--- config.mk ---
export PLATFORM = sky130hd
export DESIGN_NAME = eeprom_read_path
export DESIGN_NICKNAME = d
export VERILOG_FILES = /design/src/eeprom_rd_pkg.sv /design/src/eeprom_read_path.sv
export SDC_FILE = /design/constraint.sdc
export NUM_CORES = 1
export LEC_CHECK = 0
export ABC_AREA = 1
export BUFFER_PORTS_ARGS = -buffer_cell sky130_fd_sc_hd__buf_4
export CORE_AREA = 2 2 134 103
export DETAILED_ROUTE_END_ITERATION = 8
export DIE_AREA = 0 0 136 105
export SYNTH_ARGS = -nofsm -noshare
export SYNTH_HDL_FRONTEND = slang
export SYNTH_SLANG_ARGS = --single-unit
--- constraint.sdc ---
create_clock -name mclk -period 2.34 [get_ports mclk]
set_input_delay 0.117 -clock mclk [delete_from_list [all_inputs] [get_ports mclk]]
set_output_delay 0.117 -clock mclk [all_outputs]
set_load 0.005 [all_outputs]
--- src/eeprom_rd_pkg.sv ---
package eeprom_rd_pkg;
  localparam int ADDR_W = 11;
  localparam int DATA_W = 8;
  localparam int FIFO_DEPTH = 16;
  localparam int BIT_CNT_W = 4;
  // value is arbitrary, not a real maker code
  localparam logic [3:0] DEV_TYPE_ID = 4'h5;
  localparam logic [ADDR_W-1:0] ADDR_TOP = 11'h7ff;
  localparam logic [ADDR_W-1:0] ADDR_RST = 11'h000;
  localparam logic [BIT_CNT_W-1:0] ACK_SLOT = 4'h8;
  localparam logic [BIT_CNT_W-1:0] LAST_DBIT = 4'h7;
  localparam logic [BIT_CNT_W-1:0] BIT_ZERO = 4'h0;
  typedef enum logic [2:0] {
    ST_IDLE, ST_SEL, ST_SEL_ACK, ST_ADDR, ST_ADDR_ACK, ST_TX, ST_TX_ACK,
    ST_WRDATA
  } st_t;
endpackage

--- src/eeprom_read_path.sv ---
`timescale 1ns/1ns
// Contract
// - reads ignore the write-protect input entirely.
// - repeated start then read select; device acks and sends the byte.
// - start plus read select returns byte at current counter.
// - address counter advances by one after each returned byte.
// - master ack after a byte makes device send the byte at the next address.
// - counter wraps from top location back to zero.
// - device releases data and samples master ack in ninth period.
// - high in ack slot ends reading, device goes idle.
// - select byte is four-bit type then three-bit chip-enable, msb first.
// - respond only when chip-enable field matches pins, else idle.
// - eighth select bit is one for read, zero for write.
// - receiver pulls data low in ninth period to acknowledge.
module sync_fifo #(
  parameter int WIDTH = 8,
  parameter int DEPTH = 16
) (
  input wire logic clk,
  input wire logic rst,
  input wire logic [WIDTH-1:0] in_data,
  input wire logic in_valid,
  output logic in_ready,
  output logic [WIDTH-1:0] out_data,
  output logic out_valid,
  input wire logic out_ready
);
  localparam int AW = $clog2(DEPTH);
  logic [WIDTH-1:0] mem_r [DEPTH];
  logic [AW-1:0] wp_r, rp_r;
  logic [AW:0] cnt_r;
  logic push, pop;
  assign in_ready = cnt_r != (AW+1)'(DEPTH);
  assign out_valid = cnt_r != '0;
  assign out_data = mem_r[rp_r];
  assign push = in_valid && in_ready;
  assign pop = out_valid && out_ready;
  always_ff @(posedge clk) begin
    if (push) begin
      mem_r[wp_r] <= in_data;
    end
  end
  always_ff @(posedge clk) begin
    if (rst) begin
      wp_r <= '0;
      rp_r <= '0;
      cnt_r <= '0;
    end else begin
      if (push) begin
        wp_r <= wp_r + 1'b1;
      end
      if (pop) begin
        rp_r <= rp_r + 1'b1;
      end
      cnt_r <= cnt_r + (AW+1)'(push) - (AW+1)'(pop);
    end
  end
endmodule // sync_fifo

module eeprom_read_path
  import eeprom_rd_pkg::*;
(
  // clock and reset
  input wire logic mclk,
  input wire logic rst,
  // two-wire bus
  input wire logic scl_in,
  input wire logic sda_in,
  output logic sda_out,
  output logic sda_oe,
  // straps
  input wire logic chip_sel_bit0,
  input wire logic chip_sel_bit1,
  input wire logic chip_sel_bit2,
  input wire logic write_protect_input,
  // memory data stream into the fifo
  input wire logic [DATA_W-1:0] mem_data,
  input wire logic mem_valid,
  output logic mem_ready,
  output logic [ADDR_W-1:0] mem_addr,
  // shared with the write path
  output logic [ADDR_W-1:0] addr_cnt,
  output logic busy
);
  logic scl_m, scl_s, scl_d, sda_m, sda_s, sda_d;
  logic [2:0] ce_m, ce_s;
  logic scl_rise, scl_fall, start_det, stop_det;
  st_t st_r;
  logic [BIT_CNT_W-1:0] bit_r;
  logic [DATA_W-1:0] sh_r;
  logic [ADDR_W-1:0] addr_r, fetch_r;
  logic drive_low_r, oe_r;
  logic [DATA_W-1:0] fifo_dout;
  logic fifo_valid, fifo_pop, fifo_in_ready;

  // first stage feeds only the second
  always_ff @(posedge mclk) begin
    if (rst) begin
      scl_m <= 1'b1;
      scl_s <= 1'b1;
      scl_d <= 1'b1;
      sda_m <= 1'b1;
      sda_s <= 1'b1;
      sda_d <= 1'b1;
      ce_m <= 3'h0;
      ce_s <= 3'h0;
    end else begin
      scl_m <= scl_in;
      scl_s <= scl_m;
      scl_d <= scl_s;
      sda_m <= sda_in;
      sda_s <= sda_m;
      sda_d <= sda_s;
      ce_m <= {chip_sel_bit2, chip_sel_bit1, chip_sel_bit0};
      ce_s <= ce_m;
    end
  end
  assign scl_rise = scl_s && !scl_d;
  assign scl_fall = !scl_s && scl_d;
  assign start_det = scl_s && scl_d && sda_d && !sda_s;
  assign stop_det = scl_s && scl_d && !sda_d && sda_s;

  // fifo fills from mem_data and pops on each master ack, but fifo_dout is unused; the engine loads mem_data directly
  assign fifo_pop = (st_r == ST_TX_ACK) && scl_fall && bit_r == ACK_SLOT
    && !sda_d && oe_r == 1'b0;
  sync_fifo #(.WIDTH(DATA_W), .DEPTH(FIFO_DEPTH)) u_fifo (
    .clk(mclk),
    .rst(rst),
    .in_data(mem_data),
    .in_valid(mem_valid),
    .in_ready(fifo_in_ready),
    .out_data(fifo_dout),
    .out_valid(fifo_valid),
    .out_ready(fifo_pop)
  );

  // simple single-byte fetch: mem_addr follows the counter every cycle, mem_ready follows fifo room
  always_ff @(posedge mclk) begin
    if (rst) begin
      mem_ready <= 1'b0;
      mem_addr <= ADDR_RST;
    end else begin
      mem_addr <= addr_r;
      mem_ready <= fifo_in_ready;
    end
  end

  // serial engine; write_protect_input deliberately unread
  always_ff @(posedge mclk) begin
    if (rst) begin
      st_r <= ST_IDLE;
      bit_r <= BIT_ZERO;
      sh_r <= 8'h00;
      addr_r <= ADDR_RST;
      fetch_r <= ADDR_RST;
      drive_low_r <= 1'b0;
      oe_r <= 1'b0;
    end else if (stop_det) begin
      st_r <= ST_IDLE;
      oe_r <= 1'b0;
      drive_low_r <= 1'b0;
    end else if (start_det) begin
      st_r <= ST_SEL; // repeated start also lands here
      bit_r <= BIT_ZERO;
      oe_r <= 1'b0;
      drive_low_r <= 1'b0;
    end else if (scl_rise) begin
      case (st_r)
        ST_SEL, ST_ADDR, ST_WRDATA: begin
          sh_r <= {sh_r[DATA_W-2:0], sda_s};
          bit_r <= bit_r + 4'h1;
        end
        ST_TX_ACK: begin
          if (sda_s) begin
            st_r <= ST_IDLE;
          end
        end
        default: begin
        end
      endcase
    end else if (scl_fall) begin
      case (st_r)
        ST_SEL: begin
          if (bit_r == ACK_SLOT) begin
            if (sh_r[7:4] == DEV_TYPE_ID && sh_r[3:1] == ce_s) begin
              st_r <= ST_SEL_ACK;
              oe_r <= 1'b1;
              drive_low_r <= 1'b1;
            end else begin
              st_r <= ST_IDLE;
            end
          end
        end
        ST_SEL_ACK: begin
          bit_r <= BIT_ZERO;
          if (sh_r[0]) begin
            st_r <= ST_TX;
            sh_r <= mem_data;
            fetch_r <= addr_r;
            oe_r <= 1'b1;
            drive_low_r <= !mem_data[7];
          end else begin
            st_r <= ST_ADDR;
            oe_r <= 1'b0;
            drive_low_r <= 1'b0;
          end
        end
        ST_ADDR: begin
          if (bit_r == ACK_SLOT) begin
            addr_r <= {3'h0, sh_r};
            st_r <= ST_ADDR_ACK;
            oe_r <= 1'b1;
            drive_low_r <= 1'b1;
          end
        end
        ST_ADDR_ACK: begin
          st_r <= ST_WRDATA;
          bit_r <= BIT_ZERO;
          oe_r <= 1'b0;
          drive_low_r <= 1'b0;
        end
        ST_TX: begin
          if (bit_r == LAST_DBIT) begin
            oe_r <= 1'b0;
            drive_low_r <= 1'b0;
            st_r <= ST_TX_ACK;
            bit_r <= ACK_SLOT;
            addr_r <= (addr_r == ADDR_TOP) ? ADDR_RST : addr_r + 11'h001;
          end else begin
            bit_r <= bit_r + 4'h1;
            sh_r <= {sh_r[DATA_W-2:0], 1'b0};
            drive_low_r <= !sh_r[6];
          end
        end
        ST_TX_ACK: begin
          st_r <= ST_TX;
          bit_r <= BIT_ZERO;
          sh_r <= mem_data;
          fetch_r <= addr_r;
          oe_r <= 1'b1;
          drive_low_r <= !mem_data[7];
        end
        default: begin
        end
      endcase
    end
  end

  always_ff @(posedge mclk) begin
    if (rst) begin
      sda_out <= 1'b1;
      sda_oe <= 1'b0;
      addr_cnt <= ADDR_RST;
      busy <= 1'b0;
    end else begin
      sda_out <= 1'b0;
      sda_oe <= oe_r && drive_low_r;
      addr_cnt <= addr_r;
      busy <= st_r != ST_IDLE;
    end
  end

  AST_NACK_IDLE: assert property (@(posedge mclk) disable iff (rst)
    st_r == ST_TX_ACK && scl_rise && sda_s && !stop_det && !start_det
    |=> st_r == ST_IDLE)
    else $error("nack did not end read");
  AST_WRAP: assert property (@(posedge mclk) disable iff (rst)
    st_r == ST_TX && scl_fall && bit_r == LAST_DBIT && addr_r == ADDR_TOP
    && !stop_det && !start_det |=> addr_r == ADDR_RST)
    else $error("counter did not wrap");
  AST_INC: assert property (@(posedge mclk) disable iff (rst)
    st_r == ST_TX && scl_fall && bit_r == LAST_DBIT && addr_r != ADDR_TOP
    && !stop_det && !start_det |=> addr_r == $past(addr_r) + 11'h001)
    else $error("counter did not advance");
  AST_RELEASE: assert property (@(posedge mclk) disable iff (rst)
    st_r == ST_TX_ACK |-> !oe_r)
    else $error("data held in ack slot");
  AST_CHANGE_LOW: assert property (@(posedge mclk) disable iff (rst)
    $changed(drive_low_r) && st_r == ST_TX |-> !scl_s)
    else $error("data changed while clock high");
  AST_MISMATCH: assert property (@(posedge mclk) disable iff (rst)
    st_r == ST_SEL && scl_fall && bit_r == ACK_SLOT && sh_r[3:1] != ce_s
    && !stop_det && !start_det |=> st_r == ST_IDLE)
    else $error("wrong chip answered");
  AST_SEL_ACK: assert property (@(posedge mclk) disable iff (rst)
    st_r == ST_SEL_ACK |-> oe_r && drive_low_r)
    else $error("select not acked");
  AST_READ_DIR: assert property (@(posedge mclk) disable iff (rst)
    st_r == ST_SEL_ACK && scl_fall && sh_r[0] && !stop_det && !start_det
    |=> st_r == ST_TX)
    else $error("read select did not send");
  COV_SEQ: cover property (@(posedge mclk) st_r == ST_TX_ACK && scl_fall
    && !stop_det && !start_det);
  COV_RANDOM: cover property (@(posedge mclk) st_r == ST_ADDR_ACK);
  COV_NACK: cover property (@(posedge mclk) st_r == ST_TX_ACK && scl_rise
    && sda_s);
endmodule // eeprom_read_path

Yosys cells after proc, flatten, opt, wreduce, memory -nomap -nowiden
Index checks and enable logic that the tools add are counted.
{"block": "classes", "addsub": 4, "muxes": 37, "reduce_logical": 42, "order_cmp": 0, "bitwise": 4, "n_eq_ne": 31, "shift": 0, "div_mod_pow": 0, "mul": 0}
{"op": "$mux 8", "n": 5}
{"op": "$reduce_and 7->1", "n": 5}
{"op": "$mux 11", "n": 3}
{"op": "$mux 3", "n": 8}
{"op": "$pmux 8 s3", "n": 1}
{"op": "$pmux 11 s2", "n": 1}
{"op": "$mux 4", "n": 5}
{"op": "$pmux 3 s6", "n": 1}
{"op": "$logic_and 1x1->1", "n": 15}
{"op": "$ne 3x3->1 const B", "n": 5}
{"op": "$eq 3x3->1 const B", "n": 4}
{"op": "$ne 4x4->1 const B", "n": 3}
{"op": "$pmux 1 s6", "n": 2}
{"op": "$reduce_and 6->1", "n": 2}
{"op": "$add 11x1->11 const B", "n": 1}
{"op": "$eq 11x11->1 const B", "n": 1}
{"op": "$ne 2x2->1 const B", "n": 5}
{"op": "$mux 1", "n": 9}
{"op": "$reduce_or 3->1", "n": 3}
{"op": "$eq 4x3->1 const B", "n": 2}
{"op": "$pmux 4 s2", "n": 1}
{"op": "$reduce_bool 4->1", "n": 2}
{"op": "$reduce_bool 7->1", "n": 1}
{"op": "$eq 3x2->1 const B", "n": 2}
{"op": "other kinds (19)", "n": 31}
{"block": "word_totals", "ramBits": 0, "elab_cells": 140, "register_bits": 60, "memories": 0, "latch_bits": 0, "output_inout_bits": 26, "inputBits": 17, "mem_bits_ro": 0}

Depth between registers and ports, before layout
Gate-level depths: netlist of run 1.
{"block": "logic_depth", "depth_word": 8, "mapped_depth": 14, "depth_no_buf": 14}

Cells and area by module
Synthesis of run 1 repeated with hierarchy kept, for this count alone.
{"block": "unflattened", "cells_unflattened": 1091, "area_unflattened_um2": 9342.7}
{"mod": "sync_fifo", "cells_each": 648, "n_inst": 1, "seq_area_each_um2": 4184.0, "area_per_inst_um2": 6439.9}
{"mod": "eeprom_read_path", "cells_each": 443, "n_inst": 1, "seq_area_each_um2": 1101.1, "area_per_inst_um2": 2902.8}

Worst setup path before layout of run 1
Ideal clock, no wire load.
{"block": "synth_timing", "path_kind": "reg-to-reg", "startpoint": "reg bit_r[0]", "endpoint": "reg u_fifo.cnt_r[4]", "n_path_buf": 0, "t_required_ns": 2.262, "path_stages_with_launch": 14, "period_less_slack_ns": 2.261, "setup_ns": 0.078, "arrival_ns": 2.183, "path_slack_ns": 0.079, "path_cell_list": "dfxtp_1 inv_1 ha_1 nand3_2 nor4_1 ha_1 inv_1 ha_1 inv_1 fa_1 nor2_1 o21bai_1 and3_1 nor3_1"}
{"block": "synth_via", "elab_chain_cells": 6}
{"element": "start: declaration", "line_no": "eeprom_read_path.sv:89", "rtl": "logic [BIT_CNT_W-1:0] bit_r;"}
{"element": "start signal: assignment", "line_no": "eeprom_read_path.sv:171", "rtl": "bit_r <= bit_r + 4'h1;"}
{"element": "start signal: assignment", "line_no": "eeprom_read_path.sv:230", "rtl": "bit_r <= bit_r + 4'h1;"}
{"element": "$eq 4x4->1", "line_no": "eeprom_read_path.sv:124", "rtl": "assign fifo_pop = (st_r == ST_TX_ACK) && scl_fall && bit_r == ACK_SLOT"}
{"element": "$logic_and 1x1->1", "line_no": "eeprom_read_path.sv:124"}
{"element": "$logic_and 1x1->1 (2 in series)", "line_no": "eeprom_read_path.sv:125", "rtl": "&& !sda_d && oe_r == 1'b0;"}
{"element": "$logic_and 1x1->1", "line_no": "eeprom_read_path.sv:37", "rtl": "assign pop = out_valid && out_ready;"}
{"element": "$sub 5x1->5", "line_no": "eeprom_read_path.sv:55", "rtl": "cnt_r <= cnt_r + (AW+1)'(push) - (AW+1)'(pop);"}
{"element": "end signal: assignment", "line_no": "eeprom_read_path.sv:55"}
{"element": "end: declaration", "line_no": "eeprom_read_path.sv:31", "rtl": "logic [AW:0] cnt_r;"}
Every way passes these cells.
A chain may end at the register's enable or synchronous reset.

Worst setup path after layout of run 1
Ends and elaborated chain as after synthesis.

==> flow_summary.yaml, run 1 <==
placed_design:
  dpl_cell_area_sq_mm: 0.00367
  hpwl_microns: 5890
  port_buffers: 41
  gp_congestion: 0.860
timing:
  hold_viol: 0
  finalCritPeriodShare_pct: 97.3
  fin_skew_ns: 0.00415
  hold_slack_ns: 0.0174
  period_needed_ns: 2.28
  tns_ns: 0
  relSlewSlack_pct: 58.2
  rsz0062_at_grt: "yes"
  maxSlewViolCount: 0
  fmaxAchievable_ghz: 0.439
  setup_violations: 0
  tightest_slew_ns: 0.626
critical_path:
  worstPathMaxFanout: 2
  required_ns: 2.53
  critPathKind: "reg2reg"
  crit_path_end_kind: "flip-flop"
  start_kind: "flip-flop"
  crit_arrival_ns: 2.47
routing:
  vias_per_cell: 4.32
  ant_nets: 0
  vias: 2968
  firstDrtPassIters: 5
  routed_wl_microns: 7890
  drcViolationCount: 0
  wire_per_inst_microns: 11.5
  detail_route.iter0.violations: 210
yosys:
  synth_area_per_cell_sq_um: 6.96
  synthTopCellsByArea: "dfxtp_1 (38%), nand2_1 (12%), inv_1 (7.3%)"
  yosysTopAreaCellShare_pct: 37.6
  synth_edf_count: 0
  synthCells: 459
  ys.warnings.count: 0
  yosys.cell_count.top_type: "nand2_1"
  ys_types: 31
  synth_top_cell_by_area: "dfxtp_1"
  async_reset_ff_share_pct: 0
  synth-seq-area-share_pct: 37.6
  synth_top_flop_cell: "dfxtp_1"
  synthesis.area_sq_mm: 0.00319
  syn-num-nets: 489
  synth-seq-cells: 60
  synth_commonest_cells: "nand2_1 (100), inv_1 (62), nor2_1 (61), dfxtp_1 (60), nand3_1 (38)"
clocking:
  clock-sinks: 60
  tritoncts: "yes"
  cts_buffer_depth: 2
  path_clk_slew_ns: 0.05
  clock_latency_ns: 0.32
  cts-root-buf: "clkbuf_16"
  h-tree-depth: 3
  numCtsBuffers: 9
final_layout:
  syn2layout_area_growth_pct: 28.3
  nNetsFinal: 542
  fin_area_sq_mm: 0.00410
  utilization_pct: 31.8
  drive_above_1_share_pct: 24.6
  fillers: 1392
  antennaDiodeCount: 0
status:
  status: "finished clean"
floorplanning:
  core_sq_mm: 0.0129
  start_util_pct: 24.8
  io_pins: 43
  fp.dieH_microns: 105
  die-area_sq_mm: 0.0143
  rows: 36
  chipWidth_microns: 136
power:
  powerDensity_mw_per_mm2: 671
  p_total_mw: 2.75
  ir_drop_mv: 0.380
  p_leak_nw: 1.90
global_routing:
  grt_max_degree: 39
  grt_antenna_before_repair: 0
  grt_pass1_wl_microns: 13300
  gr-total-overflow: 0
  grt_pass1_vias: 2813
  grt_use_total_pct: 11.7
hold_path:
  min_path_type: "in2reg"
job:
  cap_violations: 0
[registers in the layout, summed over array words and instances, names as in the netlist]
register / count
drive_low_r: 1
u_fifo.cnt_r: 5
oe_r: 1
st_r: 3
busy: 1
sda_m: 1
sh_r: 8
addr_r: 11
scl_d: 1
bit_r: 4
ce_m: 3
sda_oe: 1
mem_ready: 1
scl_s: 1
sda_s: 1
ce_s: 3
scl_m: 1
sda_out: 1
addr_cnt: 11
sda_d: 1
[report_power, final]
group	total (mW)	switching (mW)	internal (mW)
registers	1.11	0.0317	1.07
logic	0.442	0.235	0.207
clock network	1.20	0.438	0.764
total	2.75	0.705	2.05
[path summary, 6_finish.rpt]
path,to,from,cells past startpoint,slack [ns]
worst min-delay path,ce_m[2]$_SDFF_PP0_,chip_sel_bit2,3,0.02
worst min register to register,ce_s[1]$_SDFF_PP0_,ce_m[1]$_SDFF_PP0_,2,0.41
worst max register to register,u_fifo.cnt_r[4]$_SDFF_PP0_,bit_r[0]$_SDFFE_PP0P_,13,0.06
worst max-delay path,u_fifo.cnt_r[4]$_SDFF_PP0_,bit_r[0]$_SDFFE_PP0P_,13,0.06
[layout make-up]
cell class	instances	area [sq um]	share of cell area, %
inverters	71	272	6.62
well taps	171	214	5.22
clock inverters	2	10.0	0.244
repair buffers	64	490	12.0
flip-flops and latches	60	1210	29.4
multi-input cells	306	1650	40.2
clock buffers	13	260	6.35
[layer usage]
layer	up-vias	GRT usage [%]	share of wire, %
met4	0	2.83	0.96
met5	-	0	0
met2	87	16.4	40
li1	1527	-	-
met1	1345	16.9	52
met3	9	4.32	6.7
[cells in the final DEF (no fill, tap or decap)]
cell,n
nand3_2,8
o21bai_1,3
xor2_1,7
nand3_4,1
o21ai_1,4
inv_4,2
nor3_1,3
dfxtp_1,56
o21ai_0,19
inv_2,13
nand2_1,100
clkbuf_1,2
xnor2_1,1
clkinv_2,2
nand3_1,36
inv_1,56
ha_4,3
nor2_4,2
nor3_2,1
dfxtp_2,4
fa_2,1
buf_4,60
clkbuf_8,2
o22ai_1,1
nor2_2,4
nor2_1,60
a21oi_2,1
clkbuf_16,9
ha_2,1
dlygate4sd3_1,4
nand2_2,6
or2_2,5
nor4_4,1
nand4_1,3
a21oi_1,25
ha_1,8
and3_1,1
nor2_8,1
[stage by stage]
step	std cells	setup slack (ns)
after floorplan	459	0.0789
after global placement	664	-0.0116
after detailed placement	664	-0.115
after CTS	686	-0.0405
after global routing	687	-0.0553
final	687	0.0643
[worst max-delay path: stages, from the launching register on]
cell and delay, ns:
dfxtp_2 0.32, inv_2 0.07, ha_4 0.13, nand3_4 0.07, nor4_4 0.25, ha_1 0.26, inv_1 0.06, ha_2 0.17
inv_2 0.04, fa_2 0.34, nor2_1 0.11, o21bai_1 0.10, a21oi_1 0.17, nor3_2 0.06
[logic make-up after synthesis]
| kind of cell | Yosys count | synth area share [%] |
|---|---|---|
| AND/OR/NAND/NOR | 232 | 32.7 |
| flip-flops | 60 | 37.6 |
| XOR/XNOR | 8 | 2.19 |
| buffers and inverters | 93 | 13.4 |
| adder cells (fa/ha/maj) | 13 | 5.33 |
| AO/OA/AOI/OAI | 53 | 8.70 |
[timing repair]
item	in CTS	in global routing
hold buffers	4	0
endpoints found under the hold margin	4	0
pin swaps	11	9
buffers inserted	3	1
endpoints found under the setup margin	1	2
gates resized for setup	17	8
(Power assumes the default switching activity.)
==> run 2: changes to the inputs <==
--- a/config.mk
+++ b/config.mk
@@ -8,8 +8,10 @@
 export ABC_AREA = 1
 export BUFFER_PORTS_ARGS = -buffer_cell sky130_fd_sc_hd__buf_4
 export CORE_AREA = 2 2 134 103
+export CTS_CLUSTER_DIAMETER = 120
 export DETAILED_ROUTE_END_ITERATION = 8
 export DIE_AREA = 0 0 136 105
+export SETUP_SLACK_MARGIN = 0.1
 export SYNTH_ARGS = -nofsm -noshare
 export SYNTH_HDL_FRONTEND = slang
 export SYNTH_SLANG_ARGS = --single-unit
==> flow_summary.yaml, run 2 (synthesis results as in run 1) <==
timing:
  hold_slack_ns: 0.0153
  setup_violations: 0
  rsz0062_at_grt: "yes"
  relSlewSlack_pct: 58.9
  fin_skew_ns: 0.00746
  finalCritPeriodShare_pct: 98.8
  period_needed_ns: 2.31
  tns_ns: 0
  maxSlewViolCount: 0
  layout_setup_ws_ns: 0.0269
  hold_viol: 0
  fmaxAchievable_ghz: 0.432
  tightest_slew_ns: 0.616
clocking:
  tritoncts: "yes"
  clock_latency_ns: 0.33
  numCtsBuffers: 9
  cts_buffer_depth: 2
  cts-root-buf: "clkbuf_16"
  h-tree-depth: 3
  path_clk_slew_ns: 0.05
  clock-sinks: 60
critical_path:
  r2r-end: "u_fifo.cnt_r[4]$_SDFF_PP0_"
  r2r_cells: 13
  worstPathMaxFanout: 2
  crit_arrival_ns: 2.52
  cp_cell_sequence: "inv_2, ha_4, nand3_4, nor4_4, ha_1, inv_2, ha_4, inv_2, fa_2, nor2_2, o21bai_2, a21oi_2, nor3_2"
  worstReg2RegStart: "scl_s$_SDFF_PP1_"
  required_ns: 2.54
  crit_end: "u_fifo.cnt_r[4]$_SDFF_PP0_"
  worst_path_most_repeated_cell: "inv_2"
  r2r_setup_slack_ns: 0.03
  slowest_stage: "fa_2"
  critPathKind: "reg2reg"
  max_stage_delay_ns: 0.35
  cp-startpoint: "scl_s$_SDFF_PP1_"
  crit_path_end_kind: "flip-flop"
  start_kind: "flip-flop"
placed_design:
  hpwl_microns: 5750
  pre_cts_slack_ns: -0.118
  dpl_cell_area_sq_mm: 0.00361
  port_buffers: 41
  gp_congestion: 0.877
power:
  internal_power_mw: 2.20
  seqPwrFrac_pct: 37.9
  pwr-share-clk_pct: 45.8
  p_switching_mw: 0.728
  p_leak_nw: 1.90
  ir_drop_mv: 0.466
  comb_power_share_pct: 16.3
  powerDensity_mw_per_mm2: 708
  sw_frac_of_total_pct: 24.9
floorplanning:
  io_pins: 43
  start_util_pct: 24.8
  core_sq_mm: 0.0129
  fp.dieH_microns: 105
  die-area_sq_mm: 0.0143
  rows: 36
  chipWidth_microns: 136
final_layout:
  top_regs: "addr_cnt x11, addr_r x11, sh_r x8"
  final_common_cell: "nand2_1"
  multi_input_area_sq_mm: 0.00168
  nNetsFinal: 538
  seqCellArea_sq_mm: 0.00121
  drive_above_1_share_pct: 25.4
  fin_area_sq_mm: 0.00414
  layout_common_cells: "nand2_1 (100), nor2_1 (59), buf_4 (56), inv_1 (55), dfxtp_1 (54)"
  fillers: 1422
  syn2layout_area_growth_pct: 29.6
  antennaDiodeCount: 0
routing:
  wl_met2_microns: 3220
  top_layer: "met4"
  ant_nets: 0
  routed_wl_microns: 7730
  vias: 2896
  drcViolationCount: 0
  wire_per_inst_microns: 11.3
  firstDrtPassIters: 4
  detail_route.iter0.violations: 152
  wl_met3_microns: 448
  met1_length_microns: 3930
  vias_per_cell: 4.24
status:
  status: "finished clean"
global_routing:
  grt_antenna_before_repair: 0
  grt_use_total_pct: 11.8
  gr-total-overflow: 0
  grt_pass1_wl_microns: 13300
  grt_max_degree: 39
  grt_pass1_vias: 2781
hold_path:
  min_path_type: "in2reg"
job:
  cap_violations: 0
run 2: worst min path at each step:
stage	start	endpoint	slack, ns	cells after the start
3_5_place_dp	scl_in	scl_m$_SDFF_PP1_	0.31	2
2_1_floorplan	rst	sda_out$_DFF_P_	0.14	0
5_1_grt	chip_sel_bit2	ce_m[2]$_SDFF_PP0_	0.008	3
3_3_place_gp	sda_in	sda_m$_SDFF_PP1_	0.31	2
6_report	chip_sel_bit2	ce_m[2]$_SDFF_PP0_	0.02	3
4_1_cts	chip_sel_bit2	ce_m[2]$_SDFF_PP0_	0.003	3
run 2: area by class of cell:
cell class	count	share of cell area, %
inverter	71	6.56
tap	171	5.17
timing repair buffer	60	11.1
clock buffer	14	6.62
sequential	60	29.3
multi-input combinational	306	40.5
clock inverter	1	0.726
run 2: stage by stage:
stage | power, mW | std cells | util [%]
global placement | 1.44 | 656 | 28.0
finish | 2.93 | 683 | 32.1
floorplan | 1.35 | 459 | -
global route | 3.09 | 683 | 32.1
CTS | 2.86 | 676 | 31.0
detailed placement | 1.46 | 656 | 28.0
run 2: what timing repair did:
item | CTS | global route
gates cloned | 0 | 0
gates resized for setup | 13 | 23
hold buffers | 4 | 0
setup buffers | 1 | 7
pin swaps | 2 | 12
hold endpoints to repair | 4 | 0
endpoints found under the setup margin | 4 | 4
run 2: power groups by stage:
| stage | clock, mW | combinational (mW) | sequential [mW] |
|---|---|---|---|
| CTS | 1.39 | 0.364 | 1.10 |
| finish | 1.34 | 0.479 | 1.11 |
| global route | 1.44 | 0.540 | 1.12 |
| detailed placement | 0 | 0.342 | 1.12 |
| global placement | 0 | 0.325 | 1.12 |
| floorplan | 0 | 0.238 | 1.11 |
run 2: per-layer routing:
metal  GRT usage, %  vias to the layer above
met5              0                        -
met2           16.7                       60
met1           16.7                     1306
li1               -                     1516
met4           3.94                        0
met3           3.88                       14
run 2: critical path, delay by kind of cell, from the launching register on:
| kind | cells | cell delay, ns |
|---|---|---|
| fa+ha+maj | 4 | 0.90 |
| simple gates | 4 | 0.55 |
| flops | 1 | 0.32 |
| compound gates | 2 | 0.24 |
| buf+inv | 3 | 0.17 |
